### src/rtl/static_fwd_pkg.sv
// constants shared by the static link forwarding block
package static_fwd_pkg;

    localparam int          NUM_LINKS   = 8;
    localparam int          LINK_IDX_W  = 3;
    localparam int          TOKEN_W     = 8;     // width of one link token
    localparam int          CHANEND_W   = 5;
    localparam int          ADR_W       = 12;
    localparam int          BUF_DEPTH   = 2;
    localparam int          CNT_W       = 16;

    // register indices; byte address is four times the index
    localparam logic [7:0]  CFG_FIRST_IDX = 8'ha0;
    localparam logic [7:0]  CFG_LAST_IDX  = 8'ha7;
    localparam logic [7:0]  STATUS_IDX    = 8'ha8;
    localparam logic [ADR_W-1:0] CFG_BASE_ADR  = {2'h0, CFG_FIRST_IDX, 2'h0};
    localparam logic [ADR_W-1:0] STATUS_ADR    = {2'h0, STATUS_IDX, 2'h0};

    // field layout of a static configuration register
    localparam int          ENABLE_BIT  = 31;
    localparam int          DEST_MSB    = 4;
    localparam int          DEST_LSB    = 0;
    localparam int          RSVD_MSB    = 30;
    localparam int          RSVD_LSB    = 5;

    // values after reset
    localparam logic                 RST_ENABLE = 1'b0;
    localparam logic [CHANEND_W-1:0] RST_DEST   = 5'h00;

    // link numbers
    localparam logic [LINK_IDX_W-1:0] LINK_A = 3'h0;
    localparam logic [LINK_IDX_W-1:0] LINK_B = 3'h1;
    localparam logic [LINK_IDX_W-1:0] LINK_C = 3'h2;
    localparam logic [LINK_IDX_W-1:0] LINK_D = 3'h3;
    localparam logic [LINK_IDX_W-1:0] LINK_E = 3'h4;
    localparam logic [LINK_IDX_W-1:0] LINK_F = 3'h5;
    localparam logic [LINK_IDX_W-1:0] LINK_G = 3'h6;
    localparam logic [LINK_IDX_W-1:0] LINK_H = 3'h7;

    // register slot to link: c, d, b, a, g, h, e, f
    function automatic logic [LINK_IDX_W-1:0] slot_link(input logic [LINK_IDX_W-1:0] slot);
        case (slot)
            3'h0:    slot_link = LINK_C;
            3'h1:    slot_link = LINK_D;
            3'h2:    slot_link = LINK_B;
            3'h3:    slot_link = LINK_A;
            3'h4:    slot_link = LINK_G;
            3'h5:    slot_link = LINK_H;
            3'h6:    slot_link = LINK_E;
            default: slot_link = LINK_F;
        endcase
    endfunction

endpackage

### src/rtl/static_link_fwd.sv
// per-link static forwarding: registers, arbitration and the two output streams
//
// What this block does
// RULE_01: bit 31 of each link's register puts that link in static mode, clear means routed.
// RULE_02: traffic from a static link goes only to its chosen channel end with no route lookup.
// RULE_03: bits 4..0 of each register, read-write, choose the receiving local channel end.
// RULE_04: the eight registers from lowest to highest map to links c, d, b, a, g, h, e, f.
// RULE_05: bits 30..5 are reserved, read as zero and ignore writes.
// RULE_06: after reset every enable bit and destination field is zero.
//
// Our own choice: the Wishbone interface to the registers.
`timescale 1ns/1ps
`default_nettype none

module static_link_fwd (
    input  wire logic                                                  clk_i,
    input  wire logic                                                  rst_i,
    // classic wishbone slave
    input  wire logic                                                  cyc_i,
    input  wire logic                                                  stb_i,
    input  wire logic                                                  we_i,
    input  wire logic [static_fwd_pkg::ADR_W-1:0]                      adr_i,
    input  wire logic [3:0]                                            sel_i,
    input  wire logic [31:0]                                           dat_i,
    output logic [31:0]                                                dat_o,
    output logic                                                       ack_o,
    // incoming link tokens, one lane per link numbered a..h
    input  wire logic [static_fwd_pkg::NUM_LINKS-1:0]                  link_valid_i,
    input  wire logic [static_fwd_pkg::NUM_LINKS*static_fwd_pkg::TOKEN_W-1:0] link_data_i,
    output logic [static_fwd_pkg::NUM_LINKS-1:0]                       link_ready_o,
    // static traffic towards local channel ends
    output logic                                                       chan_valid_o,
    input  wire logic                                                  chan_ready_i,
    output logic [static_fwd_pkg::TOKEN_W-1:0]                         chan_data_o,
    output logic [static_fwd_pkg::CHANEND_W-1:0]                       chan_dest_o,
    // routed traffic towards the route lookup
    output logic                                                       route_valid_o,
    input  wire logic                                                  route_ready_i,
    output logic [static_fwd_pkg::TOKEN_W-1:0]                         route_data_o,
    output logic [static_fwd_pkg::LINK_IDX_W-1:0]                      route_link_o
);

    localparam int N  = static_fwd_pkg::NUM_LINKS;
    localparam int TW = static_fwd_pkg::TOKEN_W;
    localparam int CW = static_fwd_pkg::CHANEND_W;
    localparam int LW = static_fwd_pkg::LINK_IDX_W;

    ////////////////////////////////////////////////////////////////////////////////
    // register bus decode

    logic                 req;
    logic                 cfg_hit;
    logic                 status_hit;
    logic [LW-1:0]        slot;
    logic                 wr_fire;
    logic [N-1:0]         cfg_en;
    logic [CW-1:0]        cfg_dest [N];
    logic [static_fwd_pkg::CNT_W-1:0] static_cnt;
    logic [static_fwd_pkg::CNT_W-1:0] routed_cnt;

    // a new request is one not yet answered; ack drops the cycle after it rises
    assign req        = cyc_i && stb_i && !ack_o;
    // RULE_04: eight consecutive words from the base
    assign cfg_hit    = (adr_i[static_fwd_pkg::ADR_W-1:5] ==
                         static_fwd_pkg::CFG_BASE_ADR[static_fwd_pkg::ADR_W-1:5]);
    assign status_hit = (adr_i[static_fwd_pkg::ADR_W-1:2] ==
                         static_fwd_pkg::STATUS_ADR[static_fwd_pkg::ADR_W-1:2]);
    assign slot       = adr_i[4:2];
    assign wr_fire    = req && we_i && cfg_hit;

    // one register per slot, steered to the link that slot controls
    genvar s;
    generate
        for (s = 0; s < N; s++) begin : g_cfg
            localparam logic [LW-1:0] LNK = static_fwd_pkg::slot_link(3'(s));
            // RULE_04: slot to link mapping
            link_cfg_reg u_cfg (
                .clk_i    (clk_i),
                .rst_i    (rst_i),
                .wr_i     (wr_fire && slot == 3'(s)),
                .sel_i    (sel_i),
                .dat_i    (dat_i),
                .enable_o (cfg_en[LNK]),
                .dest_o   (cfg_dest[LNK])
            );
        end
    endgenerate

    // every address answers in one cycle; unmapped reads give zero, writes are dropped
    always_ff @(posedge clk_i) begin
        if (rst_i) begin
            ack_o <= 1'b0;
        end else begin
            ack_o <= req;
        end
    end

    // read data; reserved bits of the configuration registers read as zero
    // RULE_05: reserved bits read zero
    always_ff @(posedge clk_i) begin
        if (rst_i) begin
            dat_o <= 32'h0000_0000;
        end else if (req && !we_i) begin
            if (cfg_hit) begin
                dat_o <= {cfg_en[static_fwd_pkg::slot_link(slot)], 26'h000_0000,
                          cfg_dest[static_fwd_pkg::slot_link(slot)]};
            end else if (status_hit) begin
                dat_o <= {routed_cnt, static_cnt};
            end else begin
                dat_o <= 32'h0000_0000;
            end
        end
    end

    ////////////////////////////////////////////////////////////////////////////////
    // arbitration among the links

    logic [N-1:0]   grant_pending;
    logic [LW-1:0]  gnt_idx;
    logic           gnt_static;
    logic [CW-1:0]  gnt_dest;
    logic           xfer;
    logic [TW-1:0]  xfer_data;
    logic           push_chan;
    logic           push_route;
    logic [1:0]     chan_cnt;
    logic [1:0]     route_cnt;
    logic           chan_pop;
    logic           route_pop;
    logic           chan_room;
    logic           route_room;
    logic [N-1:0]   next_grant;
    logic [LW-1:0]  next_idx;
    logic           next_found;
    logic [LW-1:0]  cand;

    assign link_ready_o = grant_pending;
    assign xfer         = |(link_valid_i & link_ready_o);
    assign xfer_data    = link_data_i[gnt_idx*TW +: TW];
    // RULE_02: static traffic bypasses the route path
    assign push_chan    = xfer && gnt_static;
    assign push_route   = xfer && !gnt_static;
    assign chan_pop     = chan_valid_o && chan_ready_i;
    assign route_pop    = route_valid_o && route_ready_i;

    // room after this edge: a granted word can always be absorbed, so nothing is lost
    always_comb begin
        chan_room  = (3'(chan_cnt) + 3'(push_chan) - 3'(chan_pop)) < 3'h2;
        route_room = (3'(route_cnt) + 3'(push_route) - 3'(route_pop)) < 3'h2;
    end

    // round robin from the link after the last grant; only links whose target
    // buffer has room compete, so a stalled channel end does not block routed links
    // RULE_01: mode picks the target buffer
    always_comb begin
        next_grant = '0;
        next_idx   = gnt_idx;
        next_found = 1'b0;
        cand       = '0;
        for (int k = 1; k <= N; k++) begin
            cand = gnt_idx + LW'(k);
            if (!next_found && link_valid_i[cand] &&
                (cfg_en[cand] ? chan_room : route_room)) begin
                next_found       = 1'b1;
                next_idx         = cand;
                next_grant[cand] = 1'b1;
            end
        end
    end

    // mode and destination are frozen at grant time so a register write
    // landing mid-transfer cannot steer a word into a buffer with no room
    always_ff @(posedge clk_i) begin
        if (rst_i) begin
            grant_pending <= '0;
            gnt_idx       <= '0;
            gnt_static    <= 1'b0;
            gnt_dest      <= '0;
        end else begin
            grant_pending <= next_grant;
            gnt_idx       <= next_idx;
            gnt_static    <= cfg_en[next_idx];
            gnt_dest      <= cfg_dest[next_idx];
        end
    end

    ////////////////////////////////////////////////////////////////////////////////
    // output buffers

    // RULE_03: chosen channel end travels with the token
    fwd_buffer #(
        .WIDTH (CW + TW)
    ) u_chan_buf (
        .clk_i       (clk_i),
        .rst_i       (rst_i),
        .in_valid_i  (push_chan),
        .in_ready_o  (),
        .in_data_i   ({gnt_dest, xfer_data}),
        .out_valid_o (chan_valid_o),
        .out_ready_i (chan_ready_i),
        .out_data_o  ({chan_dest_o, chan_data_o}),
        .count_o     (chan_cnt)
    );

    fwd_buffer #(
        .WIDTH (LW + TW)
    ) u_route_buf (
        .clk_i       (clk_i),
        .rst_i       (rst_i),
        .in_valid_i  (push_route),
        .in_ready_o  (),
        .in_data_i   ({gnt_idx, xfer_data}),
        .out_valid_o (route_valid_o),
        .out_ready_i (route_ready_i),
        .out_data_o  ({route_link_o, route_data_o}),
        .count_o     (route_cnt)
    );

    // word counters seen by software, wrapping
    always_ff @(posedge clk_i) begin
        if (rst_i) begin
            static_cnt <= '0;
            routed_cnt <= '0;
        end else begin
            static_cnt <= static_cnt + static_fwd_pkg::CNT_W'(push_chan);
            routed_cnt <= routed_cnt + static_fwd_pkg::CNT_W'(push_route);
        end
    end

    ////////////////////////////////////////////////////////////////////////////////
    // checks

    reset_routed_a: assert property (@(posedge clk_i) // RULE_06
        rst_i |=> (cfg_en == '0 && cfg_dest[0] == '0 && cfg_dest[7] == '0))
        else $error("links not in routed mode after reset");

    enable_write_a: assert property (@(posedge clk_i) disable iff (rst_i) // RULE_01
        (wr_fire && sel_i[3]) |=> cfg_en[static_fwd_pkg::slot_link($past(slot))] ==
            $past(dat_i[static_fwd_pkg::ENABLE_BIT]))
        else $error("enable bit did not take written value");

    dest_write_a: assert property (@(posedge clk_i) disable iff (rst_i) // RULE_03
        (wr_fire && sel_i[0]) |=> cfg_dest[static_fwd_pkg::slot_link($past(slot))] ==
            $past(dat_i[4:0]))
        else $error("destination field did not take written value");

    slot_c_map_a: assert property (@(posedge clk_i) disable iff (rst_i) // RULE_04
        (wr_fire && slot == 3'h0 && sel_i[3]) |=>
            cfg_en[static_fwd_pkg::LINK_C] == $past(dat_i[31]))
        else $error("first register does not control link c");

    reserved_read_a: assert property (@(posedge clk_i) disable iff (rst_i) // RULE_05
        (req && !we_i && cfg_hit) |=> (ack_o && dat_o[30:5] == 26'h000_0000))
        else $error("reserved bits read nonzero");

    static_path_a: assert property (@(posedge clk_i) disable iff (rst_i) // RULE_02
        (xfer && cfg_en[gnt_idx] && $stable(cfg_en)) |-> (push_chan && !push_route))
        else $error("static link traffic went to route path");

    static_dest_a: assert property (@(posedge clk_i) disable iff (rst_i) // RULE_03
        (push_chan && chan_cnt == 2'h0 && !chan_pop && $stable(cfg_dest[gnt_idx])) |=>
            (chan_valid_o && chan_dest_o == $past(cfg_dest[gnt_idx])))
        else $error("static token delivered to wrong channel end");

    bus_ack_a: assert property (@(posedge clk_i) disable iff (rst_i)
        req |=> ack_o ##1 !ack_o)
        else $error("bus answer not a single cycle");

endmodule

`default_nettype wire

### src/rtl/link_cfg_reg.sv
// one static forwarding configuration register for a single link
`timescale 1ns/1ps
`default_nettype none

module link_cfg_reg (
    input  wire logic                                   clk_i,
    input  wire logic                                   rst_i,
    input  wire logic                                   wr_i,
    input  wire logic [3:0]                             sel_i,
    input  wire logic [31:0]                            dat_i,
    output logic                                        enable_o,
    output logic [static_fwd_pkg::CHANEND_W-1:0]        dest_o
);

    // enable lives in the top byte lane, destination in the bottom one
    // RULE_01: enable bit storage
    // RULE_06: reset to routed mode
    always_ff @(posedge clk_i) begin
        if (rst_i) begin
            enable_o <= static_fwd_pkg::RST_ENABLE;
        end else if (wr_i && sel_i[3]) begin
            enable_o <= dat_i[static_fwd_pkg::ENABLE_BIT];
        end
    end

    // RULE_03: destination field storage
    // RULE_05: bits 30..5 are not stored
    always_ff @(posedge clk_i) begin
        if (rst_i) begin
            dest_o <= static_fwd_pkg::RST_DEST;
        end else if (wr_i && sel_i[0]) begin
            dest_o <= dat_i[static_fwd_pkg::DEST_MSB:static_fwd_pkg::DEST_LSB];
        end
    end

endmodule

`default_nettype wire

### src/rtl/fwd_buffer.sv
// two-entry buffer with valid and ready on both sides, outputs from flops
`timescale 1ns/1ps
`default_nettype none

module fwd_buffer #(
    parameter int WIDTH = 8
) (
    input  wire logic             clk_i,
    input  wire logic             rst_i,
    input  wire logic             in_valid_i,
    output logic                  in_ready_o,
    input  wire logic [WIDTH-1:0] in_data_i,
    output logic                  out_valid_o,
    input  wire logic             out_ready_i,
    output logic [WIDTH-1:0]      out_data_o,
    output logic [1:0]            count_o
);

    logic [WIDTH-1:0] tail;
    logic             push;
    logic             pop;
    logic [1:0]       next_count;

    assign push = in_valid_i && in_ready_o;
    assign pop  = out_valid_o && out_ready_i;

    // occupancy after this edge
    always_comb begin
        next_count = count_o;
        if (push && !pop) begin
            next_count = count_o + 2'h1;
        end else if (pop && !push) begin
            next_count = count_o - 2'h1;
        end
    end

    // occupancy and flags kept as flops so no output is combinational
    always_ff @(posedge clk_i) begin
        if (rst_i) begin
            count_o     <= 2'h0;
            out_valid_o <= 1'b0;
            in_ready_o  <= 1'b1;
        end else begin
            count_o     <= next_count;
            out_valid_o <= (next_count != 2'h0);
            in_ready_o  <= (next_count != 2'h2);
        end
    end

    // head is the output register, tail holds the word that arrived during a stall
    always_ff @(posedge clk_i) begin
        if (rst_i) begin
            out_data_o <= '0;
            tail       <= '0;
        end else begin
            if (pop) begin
                out_data_o <= (count_o == 2'h2) ? tail : in_data_i;
            end else if (push && count_o == 2'h0) begin
                out_data_o <= in_data_i;
            end
            if (push && (count_o == 2'h2 || (count_o == 2'h1 && !pop))) begin
                tail <= in_data_i;
            end else if (push && count_o == 2'h2 && pop) begin
                tail <= in_data_i;
            end
        end
    end

    buffer_bound_a: assert property (@(posedge clk_i) disable iff (rst_i)
        count_o != 2'h3)
        else $error("buffer occupancy out of range");

endmodule

`default_nettype wire

### config.mk
export PLATFORM = sky130hd
export DESIGN_NAME = static_link_fwd
export DESIGN_NICKNAME = d
export VERILOG_FILES = /design/src/rtl/static_fwd_pkg.sv /design/src/rtl/static_link_fwd.sv /design/src/rtl/link_cfg_reg.sv /design/src/rtl/fwd_buffer.sv
export SDC_FILE = /design/constraint.sdc
export NUM_CORES = 1
export LEC_CHECK = 0
export ABC_AREA = 1
export BUFFER_PORTS_ARGS = -buffer_cell sky130_fd_sc_hd__buf_2
export CORE_MARGIN = 4
export CORE_UTILIZATION = 42
export CTS_CLUSTER_DIAMETER = 150
export CTS_CLUSTER_SIZE = 16
export DETAILED_ROUTE_END_ITERATION = 6
export GPL_TIMING_DRIVEN = 0
export SETUP_SLACK_MARGIN = 0.5
export SYNTH_ARGS = -nofsm -noshare
export SYNTH_HDL_FRONTEND = slang
export SYNTH_SLANG_ARGS = --single-unit
### constraint.sdc
create_clock -name clk_i -period 9.92 [get_ports clk_i]
set_input_delay 1.984 -clock clk_i [delete_from_list [all_inputs] [get_ports clk_i]]
set_output_delay 1.984 -clock clk_i [all_outputs]
set_load 0.005 [all_outputs]
## Word-level counts from Yosys, hierarchy flattened

Index checks and enable logic that the tools add are counted.

| storage, ports and cells | value |
|---|---|
| flip-flop bits (word level) | 186 |
| bits of input ports | 127 |
| output and inout bits | 67 |
| logic and storage cells | 306 |

| operators by class | value |
|---|---|
| add/subtract/negate cells | 17 |
| $lt $le $gt $ge | 22 |
| equal/unequal tests | 15 |
| shift-type cells | 1 |
| multiplexer cells | 109 |
| bitwise gates (word level) | 10 |
| reduce and logical (&&, ||, !) cells | 98 |

Operators with widths:

| operator | count |
|---|---|
| $logic_and 1x1->1 | 72 |
| $mux 13 | 5 |
| $mux 32 | 2 |
| $mux 8 | 8 |
| $shiftx 64x7->8 | 1 |
| $or 8x8->8 | 7 |
| $mux 11 | 5 |
| $bmux 1 s3 | 18 |
| $mux 1 | 41 |
| $lt 3x4->1 const B | 10 |
| $mux 3 | 11 |
| $add 16x1->16 | 2 |
| $bmux 5 s3 | 2 |
| $demux 1 s3 | 8 |
| $ge 3x1->1 const B | 8 |
| $pmux 3 s7 | 1 |
| $mux 5 | 4 |
| $logic_not 1->1 | 14 |
| $add 3x3->3 const B | 4 |
| $eq 3x3->1 const B | 4 |
| $reduce_bool 2->1 | 6 |
| $eq 10x8->1 const B | 1 |
| $and 8x8->8 | 1 |
| $ge 4x4->1 const B | 2 |
| other kinds (19) | 35 |

## Longest topological paths before layout

Gate-level depths: netlist of the first run.

| logic depth | value |
|---|---|
| word-level depth | 41 |
| depth in mapped cells | 29 |
| mapped depth without buffers | 27 |

## Hierarchy

Synthesis of the first run repeated with hierarchy kept, for this count alone.

| unflattened totals | value |
|---|---|
| cell total of the unflattened synthesis | 1775 |
| area total of the unflattened synthesis | 11149.4 µm² |

Modules (own cells, without submodules):

| module | instances | cells an instance | area an instance (µm²) | seq. area each (µm²) |
|---|---|---|---|---|
| static_link_fwd | 1 | 1101 | 6493.7 | 1641.6 |
| link_cfg_reg | 8 | 39 | 246.5 | 120.1 |
| fwd_buffer at u_chan_buf | 1 | 192 | 1440.1 | 600.6 |
| fwd_buffer at u_route_buf | 1 | 170 | 1243.7 | 520.5 |

## Least setup slack after synthesis of the first run

OpenSTA, ideal clock, no wires.

| timing path | value |
|---|---|
| path kind | input -> register |
| from | in route_ready_i |
| to | reg gnt_dest[3] |
| setup time | 112 ps |
| data arrival time | 4782 ps |
| required time | 9808 ps |
| slack | 5026 ps |
| stages on the path | 25 |
| path buffers | 2 |
| cell sequence | nand2_1 inv_1 ha_1 or2_2 fa_1 inv_1 nand2_1 nand2_1 nor2_1 inv_1 nand3_1 nand3_2 nand3_4 nor2_8 nand4_2 buf_6 nand3_2 nand2_2 clkinv_1 nand2_2 buf_4 nand2_1 nand2_1 nand2_1 nand2_1 |

| between the ends | value |
|---|---|
| word-level cells in the longest chain between the ends | 38 |
| elaborated cells on any way between the ends | 52 |
| classes of those cells | 1 x add/sub; 1 x order compare; 26 x mux; 1 x bitwise; 23 x reduce/logical |

RTL lines:

| what | RTL line | text |
|---|---|---|
| from (decl) | static_link_fwd.sv:38 | `input wire logic route_ready_i,` |
| $logic_and 1x1->1 (*) | static_link_fwd.sv:144 | `assign route_pop = route_valid_o && route_ready_i;` |
| $sub 3x1->3 (*) | static_link_fwd.sv:149 | `route_room = (3'(route_cnt) + 3'(push_route) - 3'(route_pop)) < 3'h2;` |
| $lt 3x2->1 (*) | static_link_fwd.sv:149 |  |
| $mux 1 | static_link_fwd.sv:163 | `(cfg_en[cand] ? chan_room : route_room)) begin` |
| $logic_and 1x1->1 | static_link_fwd.sv:162 | `if (!next_found && link_valid_i[cand] &&` |
| $mux 1 | static_link_fwd.sv:162 |  |
| $logic_not 1->1 | static_link_fwd.sv:162 |  |
| $logic_and 1x1->1 (2 in a row) | static_link_fwd.sv:162 |  |
| [18 not listed] | -- |  |
| $logic_and 1x1->1 (2 in a row) | static_link_fwd.sv:162 |  |
| $mux 1 | static_link_fwd.sv:162 |  |
| $logic_not 1->1 | static_link_fwd.sv:162 |  |
| $logic_and 1x1->1 (2 in a row) | static_link_fwd.sv:162 |  |
| $mux 3 (*) | static_link_fwd.sv:162 |  |
| $not 3->4 (not written as such) (*) | static_link_fwd.sv:183 | `gnt_dest <= cfg_dest[next_idx];` |
| $bmux 5 s3 (*) | static_link_fwd.sv:183 |  |
| $mux 5 (not written as such) (*) (2 in a row) | static_link_fwd.sv:183 |  |
| to (signal assigned) | static_link_fwd.sv:183 |  |
| to (decl) | static_link_fwd.sv:121 | `logic [CW-1:0] gnt_dest;` |

Every way passes the cells marked *; elsewhere a longest branch is shown, timed or not. The select of a mux whose other input is x is not followed.
A chain may end at the register's enable or synchronous reset.

## Final worst setup path of the first run

| timing path | value |
|---|---|
| from | in link_valid_i[4] (netlist bit) |
| to | reg gnt_dest[0] |

| between the ends | value |
|---|---|
| word-level cells in the longest chain between the ends | 41 |
| elaborated cells on any way between the ends | 75 |
| classes of those cells | 4 x add/sub; 2 x order compare; 42 x mux; 2 x bitwise; 25 x reduce/logical |

RTL lines:

| what | RTL line | text |
|---|---|---|
| from (decl) | static_link_fwd.sv:28 | `input wire logic [static_fwd_pkg::NUM_LINKS-1:0] link_valid_i,` |
| $and 8x8->8 | static_link_fwd.sv:138 | `assign xfer = \|(link_valid_i & link_ready_o);` |
| $reduce_or 8->1 | static_link_fwd.sv:138 |  |
| $logic_and 1x1->1, on equally long branches | static_link_fwd.sv:142, static_link_fwd.sv:141 |  |
| $add 2x1->3, on equally long branches | static_link_fwd.sv:149, static_link_fwd.sv:148 |  |
| $sub 3x1->3, on equally long branches | static_link_fwd.sv:149, static_link_fwd.sv:148 |  |
| $lt 3x2->1, on equally long branches | static_link_fwd.sv:149, static_link_fwd.sv:148 |  |
| $mux 1 | static_link_fwd.sv:163 |  |
| $logic_and 1x1->1 | static_link_fwd.sv:162 |  |
| [22 not listed] | -- |  |
| $logic_and 1x1->1 (2 in a row) | static_link_fwd.sv:162 |  |
| $mux 1 | static_link_fwd.sv:162 |  |
| $logic_not 1->1 | static_link_fwd.sv:162 |  |
| $logic_and 1x1->1 (2 in a row) | static_link_fwd.sv:162 |  |
| $mux 3 (*) | static_link_fwd.sv:162 |  |
| $not 3->4 (not written as such) (*) | static_link_fwd.sv:183 |  |
| $bmux 5 s3 (*) | static_link_fwd.sv:183 |  |
| $mux 5 (not written as such) (*) (2 in a row) | static_link_fwd.sv:183 |  |

Marks and branches as above.

==> results of run 1 <==
-- through the flow --
stage	power (mW)	utilization	area (um^2)	hold WS (ps)	setup slack, ps
CTS	3.79	0.502	12200	448	4530
finish	3.80	0.502	12200	448	4540
global route	4.09	0.502	12200	458	4290
floorplan	2.48	-	10400	424	5030
detailed placement	3.09	0.477	11600	438	4080
global placement	3.08	0.477	11600	435	4110
-- layer usage --
metal / share of wire / vias up / global-route usage
met5: 0 / - / 0
met4: 0.031 / 0 / 0.0983
met3: 0.069 / 63 / 0.0395
met2: 0.45 / 444 / 0.416
met1: 0.45 / 5054 / 0.339
li1: - / 5651 / -
-- critical path, stage by stage --
cell      delay, ps
buf_2           120
a22o_1          130
a221oi_1         40
nand2_1         200
nand2_1         130
or2_2           300
fa_1            490
nand2_1          50
nor2_1          160
inv_1           180
nand3_1         120
nand3_1          70
nor2_1          520
nand4_2         250
buf_6           210
nand3_2          80
nand2_2          80
clkinv_1         60
nand2_2          70
buf_4           180
nand2_1          60
nand2_1          60
nand2_1          80
nand2_1          70
-- state kept, by name, summed over array words and instances (netlist names) --
| register | flops |
|---|---|
| ack_o | 1 |
| u_route_buf.tail | 11 |
| gnt_static | 1 |
| static_cnt | 16 |
| routed_cnt | 16 |
| g_cfg.u_cfg.dest_o | 40 |
| u_route_buf.count_o | 2 |
| u_chan_buf.tail | 13 |
| u_route_buf.out_valid_o | 1 |
| link_ready_o | 8 |
| gnt_dest | 5 |
| u_chan_buf.in_ready_o | 1 |
| g_cfg.u_cfg.enable_o | 8 |
| gnt_idx | 3 |
| dat_o | 32 |
| u_chan_buf.out_data_o | 13 |
| u_route_buf.out_data_o | 11 |
| u_chan_buf.count_o | 2 |
| u_route_buf.in_ready_o | 1 |
| u_chan_buf.out_valid_o | 1 |
-- worst max-delay path by stage --
stage | slack (ps) | start | depth (start not counted) | end
3_5_place_dp | 4080 | link_valid_i[4] | 24 | gnt_dest[4]
3_3_place_gp | 4110 | link_valid_i[4] | 20 | gnt_dest[4]
5_1_grt | 4290 | link_valid_i[4] | 22 | gnt_dest[1]
2_1_floorplan | 5030 | route_ready_i | 25 | gnt_dest[3]
6_report | 4540 | link_valid_i[4] | 24 | gnt_dest[0]
4_1_cts | 4530 | link_valid_i[4] | 20 | gnt_dest[4]
-- Yosys cell counts, drive strengths merged --
| master | n |
|---|---|
| inv | 125 |
| a22o | 2 |
| o211ai | 2 |
| nor2 | 195 |
| mux2 | 2 |
| xnor2 | 1 |
| nand2b | 7 |
| xor2 | 2 |
| o221ai | 13 |
| o22ai | 21 |
| nor4 | 6 |
| o2111ai | 4 |
| nor3 | 60 |
| ha | 18 |
| fa | 2 |
| a21oi | 128 |
| a221oi | 2 |
| or2 | 21 |
| clkinv | 5 |
| nor3b | 2 |
| clkbuf | 60 |
| nand3 | 113 |
| nand3b | 1 |
| o21a | 1 |
| a31oi | 34 |
| buf | 22 |
| o21ai | 176 |
| nand4 | 16 |
| dfxtp | 186 |
| nand2 | 344 |
-- cell type report --
class	instances	area (um^2)	area share
inverters	130	492	0.0402
plain buffers	82	372	0.0304
well taps	324	405	0.0332
clock inverters	14	186	0.0153
multi-input cells	1173	5800	0.475
repair buffers	162	811	0.0664
clock buffers	17	425	0.0348
flip-flops and latches	186	3720	0.305
-- power by group --
group          internal [mW]  total, mW  switching (mW)
Sequential             0.804      0.840          0.0360
Combinational          0.676       2.26            1.59
Clock                  0.361      0.698           0.337
-- logic make-up after synthesis --
kind of cell / after synthesis / share of synthesized area
and+or+nand+nor: 765 / 0.327
AOI/OAI and AO/OA: 383 / 0.201
buffers and inverters: 212 / 0.0831
DFF: 186 / 0.358
adders and majority gates: 20 / 0.0255
xor gates and xnor gates: 3 / 0.00253
muxes: 2 / 0.00217
==> results_dict.tcl, run 1 <==
set metrics [dict create \
    status "completed" \
    rr_startpoint "gnt_idx[1]" \
    yosysTopAreaCell "dfxtp_1" \
    ys_seq_area_frac 0.358 \
    grt_antenna_before_repair 0 \
    r2r_slack_ps 5110 \
    dp.cells 2057 \
    worst_setup_path_end_kind "flip-flop" \
    fin_tns_setup_ps 0 \
    period_minus_slack_ps 5380 \
    post_synth_num_cell_types 51 \
    ir_worst_vdd_uv 266 \
    numCtsBuffers 17 \
    coreArea_um2 24300 \
    die-area_um2 27300 \
    finalNonFillerCells 2088 \
    drv_cap 0 \
    hp-start "u_chan_buf.tail[9]" \
    postSynthCellCount 1571 \
    gp_congestion 0.935 \
    grt_pass1_wl_um 55000 \
    ff2ff_path_depth 21 \
    r2r-end "gnt_dest[0]" \
    post_route_cells_drive_above_1_share 0.158 \
    cp_max_fo 10 \
    setup_violations 0 \
    p_leak_nw 5.19 \
    post_cts.repair.setup_buffers 0 \
    ys_warn_count 0 \
    io_buffers 162 \
    synth.avg_cell_area_um2 6.61 \
    drt_pass1_iterations 5 \
    via_per_inst 5.37 \
    dp_hpwl_um 26600 \
    grt_max_degree 20 \
    fin_skew_ps 20.2 \
    syn2layout_area_growth_pct 17.6 \
    rsz0062_at_grt "false" \
    io-pin-count 194 \
    worstMarginPinSlew_ps 790 \
    clockBufferDepth 2 \
    cts_tree "yes" \
    dr_total_vias 11200 \
    synth.top_cell.area_share 0.358 \
    antenna_left 0 \
    syn-num-nets 1718 \
    fmax_mhz 186 \
    insertion_delay_ps 440 \
    synthTopCellsByArea "dfxtp_1, nand2_1, o21ai_0, nor2_1, a21oi_1" \
    layout.nets 1899 \
    slew-limit-headroom 0.469 \
    hold_viol_final 0 \
    ys_ff_latch 186 \
    cp_data_required_time_ps 10240 \
    nFillCells 2597 \
    rows 57 \
    worstHoldEndpoint "u_chan_buf.tail[9]" \
    layout_common_cells "nand2_1, nor2_1, dfxtp_1, o21ai_0, buf_2" \
    cts_num_sinks 186 \
    diodes 0 \
    die_w_um 165 \
    h-tree-depth 4 \
    cts_hold_buf 0 \
    worst-setup-path-type "input pin to flip-flop" \
    cp-start-kind "input pin" \
    initialDrtViolationCount 793 \
    first_global_vias 10400 \
    netlist_area_um2 10400 \
    ctsResizeCount 0 \
    min_period_over_period 0.542 \
    powerDensity_nw_per_um2 311 \
    min_path_type "flip-flop to flip-flop" \
    globalRouteTotalUtil 0.255 \
    dieHeight_um 165 \
    mostFrequentLayoutCell "nand2_1" \
    finalMaxSlewViolations 0 \
    cts_root_buf "clkbuf_16" \
    wl_per_cell_um 16.9 \
    whs_path_depth 2 \
    arrival_ps 5700 \
    path_clk_slew_ps 70 \
    drc_errors 0 \
    start_util 0.427 \
    drt-total-wl_um 35300 \
    grt_overflow 0 \
]
Power figures use the tool's default switching activity.
==> inputs of run 2 (changes only) <==
clock period = 5.3 ns   (was 9.92 ns; I/O delays follow)
==> run 2 against run 1 <==
Compared with the run above: combinational power is 87% higher; first-iteration DRC count rose by 6.7%; sequential share of layout area barely moved; wire length is essentially flat; die area unchanged; utilization is essentially flat; critical endpoint unchanged; non-clock buffer count unchanged; clock power is 88% higher; critical path depth down 2; design area about the same.
==> results_dict.tcl, run 2 (synthesis gave the netlist of run 1 again) <==
set metrics [dict create \
    fin_tns_setup_ps 0 \
    mostFrequentLayoutCell "nand2_1" \
    dr_total_vias 11200 \
    layout.nets 1899 \
    io-pin-count 194 \
    path_clk_slew_ps 70 \
    diodes 0 \
    grt_max_degree 20 \
    first_global_vias 10400 \
    drt-total-wl_um 35300 \
    cp_max_fo 12 \
    hold_viol_final 0 \
    drv_cap 0 \
    period_minus_slack_ps 4490 \
    antenna_left 0 \
    cts_tree "yes" \
    grt_pass1_wl_um 55000 \
    start_util 0.427 \
    power_frac_comb 0.595 \
    arrival_ps 4810 \
    r2r_slack_ps 810 \
    cp_data_required_time_ps 5620 \
    p_leak_nw 5.20 \
    die-area_um2 27300 \
    fmax_mhz 223 \
    dp_hpwl_um 26600 \
    syn2layout_area_growth_pct 17.6 \
    dieHeight_um 165 \
    intPower_mw 3.45 \
    finalMaxSlewViolations 0 \
    wl_per_cell_um 16.9 \
    largest_register_ffs 40 \
    fin_skew_ps 20.8 \
    drt_pass1_iterations 5 \
    rsz0062_at_grt "false" \
    coreArea_um2 24300 \
    p_sw_frac 0.515 \
    rows 57 \
    insertion_delay_ps 440 \
    layout_common_cells "nand2_1, nor2_1, dfxtp_1, o21ai_0, buf_2" \
    worstMarginPinSlew_ps 793 \
    h-tree-depth 4 \
    grt_antenna_before_repair 0 \
    powerDensity_nw_per_um2 582 \
    drc_errors 0 \
    clockBufferDepth 2 \
    dpl-instance-area_um2 11600 \
    min_path_type "flip-flop to flip-flop" \
    power_switching_mw 3.67 \
    globalRouteTotalUtil 0.255 \
    seqPwrFrac 0.221 \
    via_per_inst 5.38 \
    worst_setup_path_end_kind "flip-flop" \
    gp_congestion 0.935 \
    status "completed" \
    io_buffers 162 \
    reg_top3 "g_cfg.u_cfg.dest_o x40, dat_o x32" \
    clkPwrFrac 0.184 \
    ir_worst_vdd_uv 496 \
    design_area_um2 12200 \
    cp-start-kind "flip-flop" \
    worst-setup-path-type "flip-flop to flip-flop" \
    dp.cells 2057 \
    grt_overflow 0 \
    cts_num_sinks 186 \
    min_period_over_period 0.848 \
    regMostFlops "g_cfg.u_cfg.dest_o" \
    die_w_um 165 \
    post_route_cells_drive_above_1_share 0.160 \
    setup_violations 0 \
    slew-limit-headroom 0.467 \
    cts_root_buf "clkbuf_16" \
    numCtsBuffers 17 \
    initialDrtViolationCount 846 \
    finalNonFillerCells 2088 \
]
-- run 2: cell counts in the layout (fill, tap and decap cells not counted) --
Identical to the previous run, type by type.
-- run 2: cell type report --
type                            count  area (um^2)
Tap cell                          324          405
Clock inverter                     14          186
Multi-Input combinational cell   1173         5800
Sequential cell                   186         3720
Buffer                             82          375
Clock buffer                       17          425
Timing Repair Buffer              162          811
Fill cell                        2595        12100
Inverter                          130          492
-- run 2: repair_timing --
item	in CTS	in global routing
resized for setup	0	6
hold buffers	0	0
buffers inserted	0	0
endpoints found under the setup margin	0	16
-- run 2: critical path, stage by stage, from the launching register on --
cell	delay [ps]
dfxtp_1	430
buf_2	300
clkinv_2	220
clkbuf_1	330
clkbuf_2	350
ha_1	390
clkbuf_2	210
nand3_1	160
nand3_1	110
nand3_1	90
nand3_1	70
nor2_1	520
nand4_2	250
buf_6	210
nand3_2	80
nand2_2	80
clkinv_1	60
nand2_2	70
buf_4	180
nand2_1	60
nand2_1	60
nand2_1	80
nand2_1	70
-- run 2: metal layers --
metal	wire length (um)	share of wire	global-route usage
met5	0	0	0
met4	1100	0.031	0.0987
met3	2530	0.072	0.0407
met2	16000	0.45	0.417
met1	15700	0.44	0.338
-- run 2: power groups by stage --
| stage | Clock (mW) | Sequential (mW) | Combinational, mW |
|---|---|---|---|
| 5_1_grt | 1.39 | 1.59 | 4.69 |
| 2_1_floorplan | 0 | 1.59 | 3.04 |
| 4_1_cts | 1.33 | 1.57 | 4.19 |
| 3_5_place_dp | 0 | 1.60 | 4.17 |
| 3_3_place_gp | 0 | 1.60 | 4.16 |
| 6_report | 1.31 | 1.57 | 4.23 |
-- run 2: path summary, 6_finish.rpt --
path	from	endpoint	cells past startpoint
setup / recovery	gnt_idx[1]	gnt_dest[0]	22
hold / removal	u_chan_buf.tail[9]	u_chan_buf.tail[9]	2
setup reg to reg	gnt_idx[1]	gnt_dest[0]	22
hold reg to reg	u_chan_buf.tail[9]	u_chan_buf.tail[9]	2
-- run 2: per-stage QoR --
step / setup WS [ps] / hold slack (ps) / util / total power, mW
2_1_floorplan: 1330 / 424 / - / 4.63
3_3_place_gp: 410 / 435 / 0.477 / 5.77
3_5_place_dp: 382 / 438 / 0.477 / 5.78
4_1_cts: 587 / 448 / 0.502 / 7.09
5_1_grt: 531 / 458 / 0.503 / 7.67
6_report: 808 / 447 / 0.503 / 7.12
